**src/hb_port_pkg.sv**
```systemverilog
// Purpose: shared constants of the half-bridge serial control port
// Assumes: pclk at 10 MHz, serial clock at most 2 MHz
// Notes:   every offset, word, serial lane and irq bit position, control and irq reset value and timing count lives here
package hb_port_pkg;
   // ************************************************************
   // serial word layout
   // ************************************************************
   localparam int unsigned WORD_W     = 16;
   localparam int unsigned BIT_CNT_W  = 5;
   localparam int unsigned CLEAR_BIT  = 0;
   localparam int unsigned SWITCH_LO  = 1;
   localparam int unsigned SWITCH_HI  = 6;
   localparam int unsigned CUTOFF_BIT = 13;
   localparam int unsigned THERM_BIT  = 0;
   localparam int unsigned SHORT_BIT  = 13;
   localparam int unsigned OPEN_BIT   = 14;
   localparam int unsigned SUPPLY_BIT = 15;
   localparam logic [15:0] CTRL_RESET = 16'h2000;
   localparam logic [4:0]  FULL_COUNT = 5'h10;

   // ************************************************************
   // pin synchroniser lanes and their idle levels
   // ************************************************************
   localparam int unsigned PIN_W      = 4;
   localparam int unsigned PIN_SELECT = 0;
   localparam int unsigned PIN_CLK    = 1;
   localparam int unsigned PIN_DATA   = 2;
   localparam int unsigned PIN_RUN    = 3;
   localparam logic [3:0]  PIN_IDLE   = 4'h1;
   localparam logic [3:0]  FAULT_IDLE = 4'h0;

   // ************************************************************
   // register map (byte addresses, 32-bit words)
   // ************************************************************
   localparam logic [7:0]  ADDR_CONTROL = 8'h00;
   localparam logic [7:0]  ADDR_STATUS  = 8'h04;
   localparam logic [7:0]  ADDR_IRQ_STS = 8'h08;
   localparam logic [7:0]  ADDR_IRQ_MSK = 8'h0C;
   localparam int unsigned IRQ_W        = 4;
   localparam int unsigned IRQ_FRAME    = 0;
   localparam int unsigned IRQ_LENGTH   = 1;
   localparam int unsigned IRQ_FAULT    = 2;
   localparam int unsigned IRQ_FAST     = 3;
   localparam logic [3:0]  IRQ_RESET    = 4'h0;

   // ************************************************************
   // timing
   // ************************************************************
   localparam int unsigned PCLK_PERIOD_NS     = 100;
   localparam int unsigned SCLK_MIN_PERIOD_NS = 500;
   localparam int unsigned SCLK_MIN_CYCLES    =
      (SCLK_MIN_PERIOD_NS + PCLK_PERIOD_NS - 1) / PCLK_PERIOD_NS;
   localparam logic [3:0]  GAP_MIN = 4'(SCLK_MIN_CYCLES);
   localparam logic [3:0]  GAP_MAX = 4'hF;

   typedef enum logic [0:0] {
      LINK_IDLE  = 1'b0,
      LINK_SHIFT = 1'b1
   } link_mode_t;
endpackage

```
**src/frame_link_if.sv**
```systemverilog
// Purpose: carries synchronised pin levels and frame results between core and shifter
// Assumes: all signals on pclk
// Notes:   pulses last one pclk cycle
`timescale 1ns/1ps
`default_nettype none
interface frame_link_if;
   logic        select_n;
   logic        sclk;
   logic        din;
   logic        active;
   logic [15:0] status_word;
   logic [15:0] rx_word;
   logic        frame_done;
   logic        length_err;
   logic        too_fast;
   logic        serial_out;
   logic        serial_out_en;

   modport core (output select_n, sclk, din, active, status_word,
                 input rx_word, frame_done, length_err, too_fast, serial_out, serial_out_en);
   modport shifter (input select_n, sclk, din, active, status_word,
                    output rx_word, frame_done, length_err, too_fast, serial_out, serial_out_en);
endinterface
`default_nettype wire

```
**src/pin_sync.sv**
```systemverilog
// Purpose: two-flop synchroniser for a group of asynchronous pins
// Assumes: inputs change freely with respect to pclk
// Notes:   reset value stands in for the pin's idle (pulled) level
`timescale 1ns/1ps
`default_nettype none
module pin_sync #(
   parameter int unsigned W          = 4,
   parameter logic [W-1:0] IDLE_LEVEL = '0
) (
   input  wire logic         pclk,
   input  wire logic         presetn,
   input  wire logic [W-1:0] pin,
   output logic      [W-1:0] level
);
   typedef struct packed {
      logic [W-1:0] first;
      logic [W-1:0] second;
   } sync_state_t;

   sync_state_t state;
   sync_state_t next_state;

   // ************************************************************
   // per-lane chain; only the second flop is seen outside
   // ************************************************************
   genvar i;
   generate
      for (i = 0; i < W; i++) begin : g_lane
         always_comb begin
            next_state.first[i]  = pin[i];
            next_state.second[i] = state.first[i];
         end
      end
   endgenerate

   // undriven select reads deselected, other pins read low
   always_ff @(posedge pclk or negedge presetn) begin
      if (!presetn) begin
         state <= {IDLE_LEVEL, IDLE_LEVEL};
      end else begin
         state <= next_state;
      end
   end

   assign level = state.second;
endmodule
`default_nettype wire

```
**src/frame_shifter.sv**
```systemverilog
// Purpose: serial frame engine, sampled on pclk
// Assumes: pin levels already synchronised
// Notes:   edges are found by comparing each synchronised level with its delay
`timescale 1ns/1ps
`default_nettype none
module frame_shifter
   import hb_port_pkg::*;
(
   input  wire logic pclk,
   input  wire logic presetn,
   frame_link_if.shifter link
);
   typedef struct packed {
      link_mode_t           mode;
      logic                 clk_d;
      logic                 sel_d;
      logic [BIT_CNT_W-1:0] count;
      logic [3:0]           gap;
      logic [WORD_W-1:0]    rx;
      logic [WORD_W-1:0]    tx;
      logic [WORD_W-1:0]    word;
      logic                 out_en;
      logic                 done;
      logic                 len_err;
      logic                 fast;
   } shift_state_t;

   shift_state_t state;
   shift_state_t next_state;
   logic         clk_rise;
   logic         clk_fall;
   logic         sel_fall;
   logic         sel_rise;

   // ************************************************************
   // edge detect and frame sequence
   // ************************************************************
   assign clk_rise = link.sclk & ~state.clk_d;
   assign clk_fall = ~link.sclk & state.clk_d;
   assign sel_fall = ~link.select_n & state.sel_d;
   assign sel_rise = link.select_n & ~state.sel_d;

   always_comb begin
      next_state         = state;
      next_state.clk_d   = link.sclk;
      next_state.sel_d   = link.select_n;
      next_state.done    = 1'b0;
      next_state.len_err = 1'b0;
      next_state.fast    = 1'b0;
      if (state.gap != GAP_MAX) begin
         next_state.gap = state.gap + 4'h1;
      end
      if (!link.active) begin
         next_state.mode   = LINK_IDLE;
         next_state.out_en = 1'b0;
      end else begin
         unique case (state.mode)
            LINK_IDLE: begin
               if (sel_fall) begin
                  next_state.mode   = LINK_SHIFT;
                  next_state.out_en = 1'b1;
                  next_state.tx     = link.status_word;
                  next_state.count  = '0;
                  next_state.gap    = GAP_MAX;
               end
            end
            LINK_SHIFT: begin
               // lsb arrives first, so it ends at bit 0 after sixteen bits
               if (clk_fall) begin
                  next_state.rx  = {link.din, state.rx[WORD_W-1:1]};
                  next_state.gap = 4'h1;
                  next_state.fast = (state.gap < GAP_MIN);
                  if (state.count != 5'h1F) begin
                     next_state.count = state.count + 5'h01;
                  end
               end
               // bit 0 is presented from select fall through the first rise
               if (clk_rise && state.count != '0) begin
                  next_state.tx = {1'b0, state.tx[WORD_W-1:1]};
               end
               if (sel_rise) begin
                  next_state.mode    = LINK_IDLE;
                  next_state.out_en  = 1'b0;
                  next_state.word    = state.rx;
                  next_state.done    = 1'b1;
                  next_state.len_err = (state.count != FULL_COUNT);
               end
            end
         endcase
      end
   end

   always_ff @(posedge pclk or negedge presetn) begin
      if (!presetn) begin
         state <= '{mode: LINK_IDLE, clk_d: 1'b0, sel_d: 1'b1, count: '0, gap: GAP_MAX,
                    rx: '0, tx: '0, word: CTRL_RESET, out_en: 1'b0, done: 1'b0,
                    len_err: 1'b0, fast: 1'b0};
      end else begin
         state <= next_state;
      end
   end

   assign link.rx_word       = state.word;
   assign link.frame_done    = state.done;
   assign link.length_err    = state.len_err;
   assign link.too_fast      = state.fast;
   assign link.serial_out    = state.tx[0];
   assign link.serial_out_en = state.out_en;
endmodule
`default_nettype wire

```
**src/half_bridge_serial_control_port.sv**
```systemverilog
// Purpose: serial control and status port of a triple half-bridge driver, with APB view
// Assumes: pclk 10 MHz; serial clock, select, data and fault inputs are asynchronous
// Notes:   serial clock is oversampled, so it must stay at or under 2 MHz
//
// Local design decisions: the register offsets and register access over APB.
`timescale 1ns/1ps
`default_nettype none
module half_bridge_serial_control_port
   import hb_port_pkg::*;
(
   input  wire logic        pclk,
   input  wire logic        presetn,
   input  wire logic        psel,
   input  wire logic        penable,
   input  wire logic        pwrite,
   input  wire logic [7:0]  paddr,
   input  wire logic [31:0] pwdata,
   output logic      [31:0] prdata,
   output logic             pready,
   output logic             pslverr,
   input  wire logic        select_n,
   input  wire logic        sclk,
   input  wire logic        serial_in,
   input  wire logic        standby_control,
   output logic             serial_out,
   output logic             serial_out_en,
   input  wire logic        thermal_warning,
   input  wire logic        short_detect,
   input  wire logic        open_load_detect,
   input  wire logic        supply_low_detect,
   output logic             low_switch_1,
   output logic             high_switch_1,
   output logic             low_switch_2,
   output logic             high_switch_2,
   output logic             low_switch_3,
   output logic             high_switch_3,
   output logic             irq
);
   typedef struct packed {
      logic [WORD_W-1:0] ctrl;
      logic              short_flag;
      logic              open_load_flag;
      logic              supply_fail_flag;
      logic              thermal;
      logic [IRQ_W-1:0]  irq_status;
      logic [IRQ_W-1:0]  irq_mask;
   } core_state_t;

   core_state_t state;
   core_state_t next_state;
   frame_link_if link ();

   logic [PIN_W-1:0] pins;
   logic [3:0]       faults;
   logic [5:0]       switches;
   logic [15:0]      status_word;
   logic [IRQ_W-1:0] events;
   logic             active;
   logic             wr_en;
   logic             rd_en;
   logic             clr_req;
   logic             cut_off;
   logic             short_set;
   logic             open_set;
   logic             supply_set;

   // ************************************************************
   // address decode, shared by the read path and the error response
   // ************************************************************
   function automatic logic addr_hit(input logic [7:0] addr);
      return (addr == ADDR_CONTROL) || (addr == ADDR_STATUS) ||
             (addr == ADDR_IRQ_STS) || (addr == ADDR_IRQ_MSK);
   endfunction

   // ************************************************************
   // pin synchronisers
   // ************************************************************
   // idle select is high so an open select pin reads deselected
   pin_sync #(
      .W          (PIN_W),
      .IDLE_LEVEL (PIN_IDLE)
   ) u_serial_sync (
      .pclk    (pclk),
      .presetn (presetn),
      .pin     ({standby_control, serial_in, sclk, select_n}),
      .level   (pins)
   );

   pin_sync #(
      .W          (4),
      .IDLE_LEVEL (FAULT_IDLE)
   ) u_fault_sync (
      .pclk    (pclk),
      .presetn (presetn),
      .pin     ({supply_low_detect, open_load_detect, short_detect, thermal_warning}),
      .level   (faults)
   );

   // ************************************************************
   // frame engine
   // ************************************************************
   assign active = pins[PIN_RUN];

   assign link.select_n    = pins[PIN_SELECT];
   assign link.sclk        = pins[PIN_CLK];
   assign link.din         = pins[PIN_DATA];
   assign link.active      = active;
   assign link.status_word = status_word;

   frame_shifter u_shifter (
      .pclk    (pclk),
      .presetn (presetn),
      .link    (link.shifter)
   );

   // the pin only carries data while selected and awake
   assign serial_out    = link.serial_out;
   assign serial_out_en = link.serial_out_en;

   // ************************************************************
   // switch outputs and status word
   // ************************************************************
   // standby forces every switch off whatever the control word says
   assign switches = active ? state.ctrl[SWITCH_HI:SWITCH_LO] : 6'h00;

   assign low_switch_1  = switches[0];
   assign high_switch_1 = switches[1];
   assign low_switch_2  = switches[2];
   assign high_switch_2 = switches[3];
   assign low_switch_3  = switches[4];
   assign high_switch_3 = switches[5];

   // unused positions read as zero
   always_comb begin
      status_word                        = 16'h0000;
      status_word[THERM_BIT]             = state.thermal;
      status_word[SWITCH_HI:SWITCH_LO]   = switches;
      status_word[SHORT_BIT]             = state.short_flag;
      status_word[OPEN_BIT]              = state.open_load_flag;
      status_word[SUPPLY_BIT]            = state.supply_fail_flag;
   end

   // ************************************************************
   // fault flags and control word
   // ************************************************************
   assign clr_req    = link.frame_done & link.rx_word[CLEAR_BIT];
   assign short_set  = faults[1] & active;
   assign open_set   = faults[2] & active;
   assign supply_set = faults[3] & active;
   // cutoff acts on the word that will stand after this cycle
   assign cut_off    = short_set & (link.frame_done ? link.rx_word[CUTOFF_BIT]
                                                    : state.ctrl[CUTOFF_BIT]);

   assign wr_en = psel & penable & pwrite;
   assign rd_en = psel & ~pwrite;

   // ************************************************************
   // interrupt events
   // ************************************************************
   always_comb begin
      events             = '0;
      events[IRQ_FRAME]  = link.frame_done;
      events[IRQ_LENGTH] = link.length_err;
      events[IRQ_FAULT]  = (short_set & ~state.short_flag) |
                           (open_set & ~state.open_load_flag) |
                           (supply_set & ~state.supply_fail_flag);
      events[IRQ_FAST]   = link.too_fast;
   end

   always_comb begin
      next_state         = state;
      next_state.thermal = faults[0] & active;

      // a word takes effect only when select rises
      if (link.frame_done) begin
         next_state.ctrl = link.rx_word;
      end
      if (cut_off) begin
         next_state.ctrl[SWITCH_HI:SWITCH_LO] = 6'h00;
      end
      // standby returns the control word to its power-on value
      if (!active) begin
         next_state.ctrl = CTRL_RESET;
      end

      // a fault seen in the clearing cycle survives the clear
      next_state.short_flag       = (state.short_flag & ~clr_req) | short_set;
      next_state.open_load_flag   = (state.open_load_flag & ~clr_req) | open_set;
      next_state.supply_fail_flag = (state.supply_fail_flag & ~clr_req) | supply_set;

      // write-one-to-clear, new events win over the clear
      next_state.irq_status = state.irq_status;
      if (wr_en && paddr == ADDR_IRQ_STS) begin
         next_state.irq_status = state.irq_status & ~pwdata[IRQ_W-1:0];
      end
      next_state.irq_status = next_state.irq_status | events;

      if (wr_en && paddr == ADDR_IRQ_MSK) begin
         next_state.irq_mask = pwdata[IRQ_W-1:0];
      end
   end

   always_ff @(posedge pclk or negedge presetn) begin
      if (!presetn) begin
         state <= '{ctrl: CTRL_RESET, short_flag: 1'b0, open_load_flag: 1'b0,
                    supply_fail_flag: 1'b0, thermal: 1'b0, irq_status: IRQ_RESET,
                    irq_mask: IRQ_RESET};
      end else begin
         state <= next_state;
      end
   end

   // ************************************************************
   // apb slave
   // ************************************************************
   // zero wait states keep the slave simple; every access completes at once
   assign pready  = 1'b1;
   assign pslverr = psel & penable & ~addr_hit(paddr);

   always_comb begin
      prdata = 32'h0000_0000;
      if (rd_en && addr_hit(paddr)) begin
         unique case (paddr)
            ADDR_CONTROL: prdata = {16'h0000, state.ctrl};
            ADDR_STATUS:  prdata = {16'h0000, status_word};
            ADDR_IRQ_STS: prdata = {28'h0000000, state.irq_status};
            ADDR_IRQ_MSK: prdata = {28'h0000000, state.irq_mask};
            default:      prdata = 32'h0000_0000;
         endcase
      end
   end

   // level output, high while any unmasked event is pending
   assign irq = |(state.irq_status & state.irq_mask);
endmodule
`default_nettype wire

```
**config.mk**
```make
export PLATFORM = sky130hd
export DESIGN_NAME = half_bridge_serial_control_port
export DESIGN_NICKNAME = d
export VERILOG_FILES = /design/src/hb_port_pkg.sv /design/src/frame_link_if.sv /design/src/pin_sync.sv /design/src/frame_shifter.sv /design/src/half_bridge_serial_control_port.sv
export SDC_FILE = /design/constraint.sdc
export NUM_CORES = 1
export LEC_CHECK = 0
export BUFFER_PORTS_ARGS = -buffer_cell sky130_fd_sc_hd__buf_2
export CAP_MARGIN = 20
export CORE_ASPECT_RATIO = 1.2
export CORE_MARGIN = 2
export CORE_UTILIZATION = 50
export CTS_CLUSTER_DIAMETER = 30
export DETAILED_ROUTE_END_ITERATION = 7
export GPL_ROUTABILITY_DRIVEN = 0
export GPL_TIMING_DRIVEN = 1
export HOLD_SLACK_MARGIN = 0.12
export PLACE_DENSITY = 0.74
export SYNTH_ARGS = -nofsm -noshare
export SYNTH_HDL_FRONTEND = slang
export SYNTH_SLANG_ARGS = --single-unit
```
**constraint.sdc**
```tcl
create_clock -name pclk -period 2.6 [get_ports pclk]
set_clock_uncertainty 0.2 [all_clocks]
set_input_delay 0.13 -clock pclk [delete_from_list [all_inputs] [get_ports pclk]]
set_output_delay 0.13 -clock pclk [all_outputs]
set_load 0.05 [all_outputs]
```
==> results of run 1 <==
[critical path: cells and delay by family]
kind | cells | cell delay (ns)
buffers and inverters | 4 | 1.20
and+or+nand+nor | 3 | 0.55
[routing by layer]
layer  up-vias  share of wire  GRT usage
li1       1512              -          -
met1      1575           0.43      0.248
met2        66           0.51      0.316
met3        18          0.032     0.0284
met4         0          0.029     0.0995
met5         -              0          0
[Yosys cell counts (all sizes together) (2+ instances only)]
cell     n
nand4b   4
ha       5
buf     23
a31oi    4
a21oi    7
nor2    16
mux2    42
a22oi    2
conb     2
nand2b   4
a222oi   2
clkbuf  14
nor2b   15
nand2   64
nand3    5
a22o     6
dfstp    9
o21ai    7
a21boi   2
nor3b    9
inv     23
nor4     2
nand3b   3
dfrtp   99
nand4    2
mux2i   27
and2     7
or4      2
[flip-flops by register name (all words and copies together), names as in the netlist, 4 cells and up]
| signal | flops |
|---|---|
| link.status_word | 4 |
| u_fault_sync.level | 4 |
| state | 24 |
| u_shifter.state | 43 |
| u_fault_sync.next_state | 4 |
| u_serial_sync.next_state | 4 |
| u_serial_sync.level | 4 |
| u_shifter.link.rx_word | 16 |
[power groups by stage]
stage	combinational (mW)	clock, mW	sequential (mW)
2_1_floorplan	0.293	0	1.88
3_3_place_gp	0.369	0	1.88
3_5_place_dp	0.390	0	1.89
4_1_cts	0.408	1.40	1.86
5_1_grt	0.450	1.46	1.87
6_report	0.404	1.37	1.86
[stage by stage]
| step | power (mW) | setup WS, ns |
|---|---|---|
| finish | 3.63 | 0.378 |
| global route | 3.78 | 0.237 |
| CTS | 3.66 | 0.425 |
| detailed placement | 2.28 | 0.579 |
| global placement | 2.25 | 0.609 |
| floorplan | 2.17 | 0.153 |
[logic make-up after synthesis]
group,Yosys count,share of synthesized area
AO/OA/AOI/OAI,34,0.0475
XOR/XNOR,1,0.00182
adder cells (fa/ha/maj),5,0.0130
buffers and inverters,60,0.0623
flip-flops,108,0.563
multiplexers,70,0.162
other,2,0.00156
AND/OR/NAND/NOR,140,0.149
[layout by cell type (no fill, tap or decap), types with 9 or more instances in the layout]
cell type / count
dlygate4sd3_1: 14
buf_2: 49
dfstp_2: 9
nor2_1: 16
mux2i_1: 27
inv_1: 23
nor3b_1: 9
nor2b_1: 15
dfrtp_1: 99
buf_4: 10
conb_1: 17
mux2_2: 38
clkbuf_16: 9
nand2_1: 64
[worst paths after layout]
path,endpoint,cells past startpoint
setup / recovery,prdata[5],7
hold / removal,state[3],4
setup reg to reg,u_shifter.state[22],5
hold reg to reg,u_serial_sync.level[1],0
max in group asynchronous,u_shifter.link.rx_word[13],3
min in group asynchronous,u_serial_sync.next_state[3],2
[layout make-up]
class                      instances  area share
sequential                       108       0.485
multi-input combinational        267       0.333
clock buffer                      10      0.0427
timing repair buffer              74      0.0858
tap                              123      0.0275
inverter                          23      0.0154
clock inverter                     6      0.0114
==> metrics.yaml, run 1 <==
synth:
  synth.largest_area_cell: "dfrtp_1"
  syn_area_sq_mm: 0.00482
  ys_ff_latch: 108
  synth-seq-area-share: 0.563
  ys.flop_type: "dfrtp_1"
  synth.area.top_cells: "dfrtp_1 (51%), mux2_2 (8.9%), mux2i_1 (5.6%)"
  ys_warn_count: 0
  synth_cell_types: 46
  synth_top_area_frac: 0.514
  synth_edf_count: 0
  syn_avg_cell_area_sq_um: 11.5
  async_flop_share: 1.00
  netlist_instances: 420
hold_path:
  min_path_type: "in2reg"
  hold_start: "paddr[7]"
critical_path:
  r2r_start: "u_shifter.state[63]"
  cp.arrival_ns: 1.89
  startpoint: "paddr[6]"
  cp-end-kind: "output pin"
  cp_slowest_cell: "dlygate4sd3_1"
  critical_path.max_stage_delay_ns: 0.54
  worstSetupPathType: "in2out"
  required_ns: 2.27
  cp_max_fo: 12
  setup.worst_path.start_class: "primary input"
  path_cells: "dlygate4sd3_1 -> buf_2 -> nor2_1 -> nand4b_1 -> buf_4 -> nor3b_1 -> buf_2"
  path_common_cell: "buf_2"
  rrSetupSlack_ns: 0.57
timing:
  tightestPinTransition_ns: 0.689
  whs_ns: 0.131
  fin_tns_setup_ns: 0
  setup_viol: 0
  period_share: 0.855
  maxSlewViolCount: 0
  fin_crit_ns: 2.22
  slew_headroom: 0.540
  final_hold_viol_count: 0
  clock.fmax_mhz: 450
  rsz0062_at_grt: "false"
power:
  p_sw_uw: 912
  p_sw_frac: 0.251
  p_int_mw: 2.72
  combPwrFrac: 0.111
  clockPowerShare: 0.377
  power_frac_seq: 0.512
  ir_worst_vdd_v: 0.000314
  p_leak_nw: 2.75
  power.density_mw_per_mm2: 648
die:
  coreArea_sq_mm: 0.00947
  rows: 39
  die_w_um: 93.6
  start_util: 0.509
  dieArea_sq_mm: 0.0104
  pin_count: 96
  die_h_um: 112
finish:
  final_cell_area_sq_mm: 0.00560
  drive_gt1_frac: 0.270
  layout-area-overhead-vs-synth_pct: 16.2
  stdcell_count: 611
  final_core_utilization: 0.591
  multi_input_area_sq_mm: 0.00186
  ff_latch_area_sq_mm: 0.00271
  layout.nets: 541
  fill_cells: 758
  diodes: 0
global_routing:
  grt_max_degree: 59
  antenna_found_initial: 0
  grt_pass1_vias: 3176
  grtUsageTotal: 0.193
  gr-total-overflow: 0
  grt_pass1_wl_um: 15600
cts:
  cts_tree: "yes"
  cts_made_buffers: 9
  cts.repair.resized: 0
  clockBufferDepth: 2
  cts_hold_buf: 14
  clk_latency_ns: 0.35
  cts_root_buf: "clkbuf_16"
  post_cts_buffers: 0
  cts_sinks: 108
  clk_pin_slew_worst_paths_ns: 0.06
  cts_max_level: 3
route:
  wirelength_um: 9260
  vias: 3171
  viasPerCell: 5.19
  drt_iter0_markers: 133
  firstDrtPassIters: 4
  wl_per_cell_um: 15.1
  drcViolationCount: 0
  ant_nets: 0
placed_design:
  dp_cells: 581
  dpl_cell_area_sq_mm: 0.00516
  dp_hpwl_um: 6290
  io_buffers: 50
outcome:
  status: "finished, final reports clean"
flow_run:
  cap_violations: 0
Power figures use the tool's default switching activity.
==> run 2: changes to the inputs <==
--- a/config.mk
+++ b/config.mk
@@ -7,15 +7,17 @@
 export LEC_CHECK = 0
 export BUFFER_PORTS_ARGS = -buffer_cell sky130_fd_sc_hd__buf_2
 export CAP_MARGIN = 20
+export CELL_PAD_IN_SITES_DETAIL_PLACEMENT = 0
+export CELL_PAD_IN_SITES_GLOBAL_PLACEMENT = 1
 export CORE_ASPECT_RATIO = 1.2
 export CORE_MARGIN = 2
-export CORE_UTILIZATION = 50
+export CORE_UTILIZATION = 43
 export CTS_CLUSTER_DIAMETER = 30
 export DETAILED_ROUTE_END_ITERATION = 7
 export GPL_ROUTABILITY_DRIVEN = 0
 export GPL_TIMING_DRIVEN = 1
 export HOLD_SLACK_MARGIN = 0.12
-export PLACE_DENSITY = 0.74
+export PLACE_DENSITY_LB_ADDON = 0.1
 export SYNTH_ARGS = -nofsm -noshare
 export SYNTH_HDL_FRONTEND = slang
 export SYNTH_SLANG_ARGS = --single-unit
==> run 2 against run 1 <==
Critical endpoint is now prdata[4]. Die area increased by 16%. Clock power decreased by 3%. Routed wire length increased by 2.2%. Sequential power about the same. Register-to-register slack about the same. Count of clock-buffer cells in the layout increased by 2. Flip-flop and latch count unchanged. Combinational power decreased by 1%.
==> metrics.yaml, run 2 (same netlist as run 1, synthesis figures left out) <==
cts:
  clockBufferDepth: 2
  cts_root_buf: "clkbuf_16"
  cts_made_buffers: 9
  cts.repair.resized: 0
  cts_max_level: 3
  post_cts_buffers: 0
  cts_tree: "yes"
  clk_pin_slew_worst_paths_ns: 0.07
  cts_hold_buf: 13
  clk_latency_ns: 0.34
  cts_sinks: 108
power:
  ir_worst_vdd_v: 0.000319
  power.density_mw_per_mm2: 640
  p_sw_frac: 0.249
  p_sw_uw: 892
  clockPowerShare: 0.371
  combPwrFrac: 0.111
  p_int_mw: 2.69
  power_frac_seq: 0.517
  p_leak_nw: 2.74
critical_path:
  crit_cells: 4
  setup.worst_path.start_class: "flop"
  cp.arrival_ns: 2.02
  required_ns: 2.27
  cp_slowest_cell: "dfrtp_1"
  cp_max_fo: 18
  path_buf_inv: 2
  critical_path.max_stage_delay_ns: 0.65
  reg2reg_depth: 5
  crit_family: "flip-flops"
  worstSetupPathType: "reg2out"
  path_cells: "buf_4 -> nor2_1 -> nor3b_1 -> buf_2"
  cp-end-kind: "output pin"
die:
  rows: 42
  pin_count: 96
  start_util: 0.439
  coreArea_sq_mm: 0.0110
  die_w_um: 101
  die_h_um: 120
  dieArea_sq_mm: 0.0121
finish:
  multi_input_area_sq_mm: 0.00186
  fill_cells: 1013
  layout_commonest_cell: "dfrtp_1"
  final_cell_mix: "dfrtp_1 (99), nand2_1 (64), buf_2 (49)"
  diodes: 0
  layout-area-overhead-vs-synth_pct: 16.2
  layout.nets: 542
  drive_gt1_frac: 0.268
  ff_latch_area_sq_mm: 0.00271
  top_register: "u_shifter.state"
  largest_register_ffs: 43
timing:
  clock.fmax_mhz: 426
  final_hold_viol_count: 0
  fin_crit_ns: 2.35
  setup_viol: 0
  fin_tns_setup_ns: 0
  whs_ns: 0.129
  period_share: 0.903
  maxSlewViolCount: 0
  tightestPinTransition_ns: 0.554
  slew_headroom: 0.630
  rsz0062_at_grt: "false"
hold_path:
  min_path_type: "in2async"
route:
  vias: 3152
  drt_iter0_markers: 133
  ant_nets: 0
  wl_per_cell_um: 15.2
  firstDrtPassIters: 4
  drcViolationCount: 0
  viasPerCell: 5.08
  wirelength_um: 9460
outcome:
  status: "finished, final reports clean"
global_routing:
  grt_max_degree: 46
  grt_pass1_wl_um: 16000
  antenna_found_initial: 0
  grtUsageTotal: 0.169
  gr-total-overflow: 0
  grt_pass1_vias: 3193
placed_design:
  io_buffers: 50
  dp_hpwl_um: 6630
flow_run:
  cap_violations: 0
[run 2: cell count changes in the layout (fill, tap and decap cells not counted), sizes merged]
cell,previous run,this run
buf,60,62
dlygate4sd3,14,13
clkinv,3,1
clkbuf,10,12
[run 2: area by class of cell]
type | instances | area share
clock buffers | 12 | 0.0422
clock inverters | 4 | 0.00894
inverters | 23 | 0.0154
multi-input cells | 267 | 0.333
flip-flops and latches | 108 | 0.485
well taps | 132 | 0.0295
repair buffers | 75 | 0.0867
[run 2: metrics by stage]
stage	utilization	setup WS, ns	std cells	power [mW]	area (sq um)
5_1_grt	0.510	0.144	621	3.76	5600
3_5_place_dp	0.472	0.589	592	2.27	5180
4_1_cts	0.510	0.275	621	3.64	5600
2_1_floorplan	-	0.153	435	2.17	4880
3_3_place_gp	0.472	0.616	592	2.26	5180
6_report	0.510	0.252	621	3.58	5600
[run 2: metal layers]
metal | share of wire | track usage | vias up
met5 | 0 | 0 | -
met1 | 0.45 | 0.230 | 1560
met2 | 0.49 | 0.270 | 66
li1 | - | - | 1513
met4 | 0.022 | 0.0711 | 0
met3 | 0.031 | 0.0227 | 13
[run 2: worst register-to-register path, stage by stage, from the launching register on]
cell and delay [ns]:
dfrtp_1 0.65, nand4bb_1 0.15, buf_4 0.19, o21ai_1 0.08
buf_4 0.27, mux2_2 0.37
[run 2: path summary, 6_finish.rpt]
| check | slack (ns) | endpoint | start |
|---|---|---|---|
| min in group pclk | 0.14 | state[2] | paddr[4] |
| worst max-delay path | 0.25 | prdata[4] | u_serial_sync.level[3] |
| worst min register to register | 0.15 | u_serial_sync.level[1] | u_serial_sync.next_state[1] |
| worst min-delay path | 0.13 | u_shifter.state[28] | presetn |
| worst max register to register | 0.57 | u_shifter.state[34] | u_serial_sync.level[3] |
| max in group asynchronous | 1.30 | u_shifter.link.rx_word[13] | presetn |
[run 2: power by group through the flow]
stage,combinational (mW),clock [mW],sequential [mW]
global route,0.445,1.45,1.87
finish,0.399,1.33,1.85
CTS,0.406,1.38,1.85
detailed placement,0.389,0,1.88
global placement,0.380,0,1.88
floorplan,0.293,0,1.88
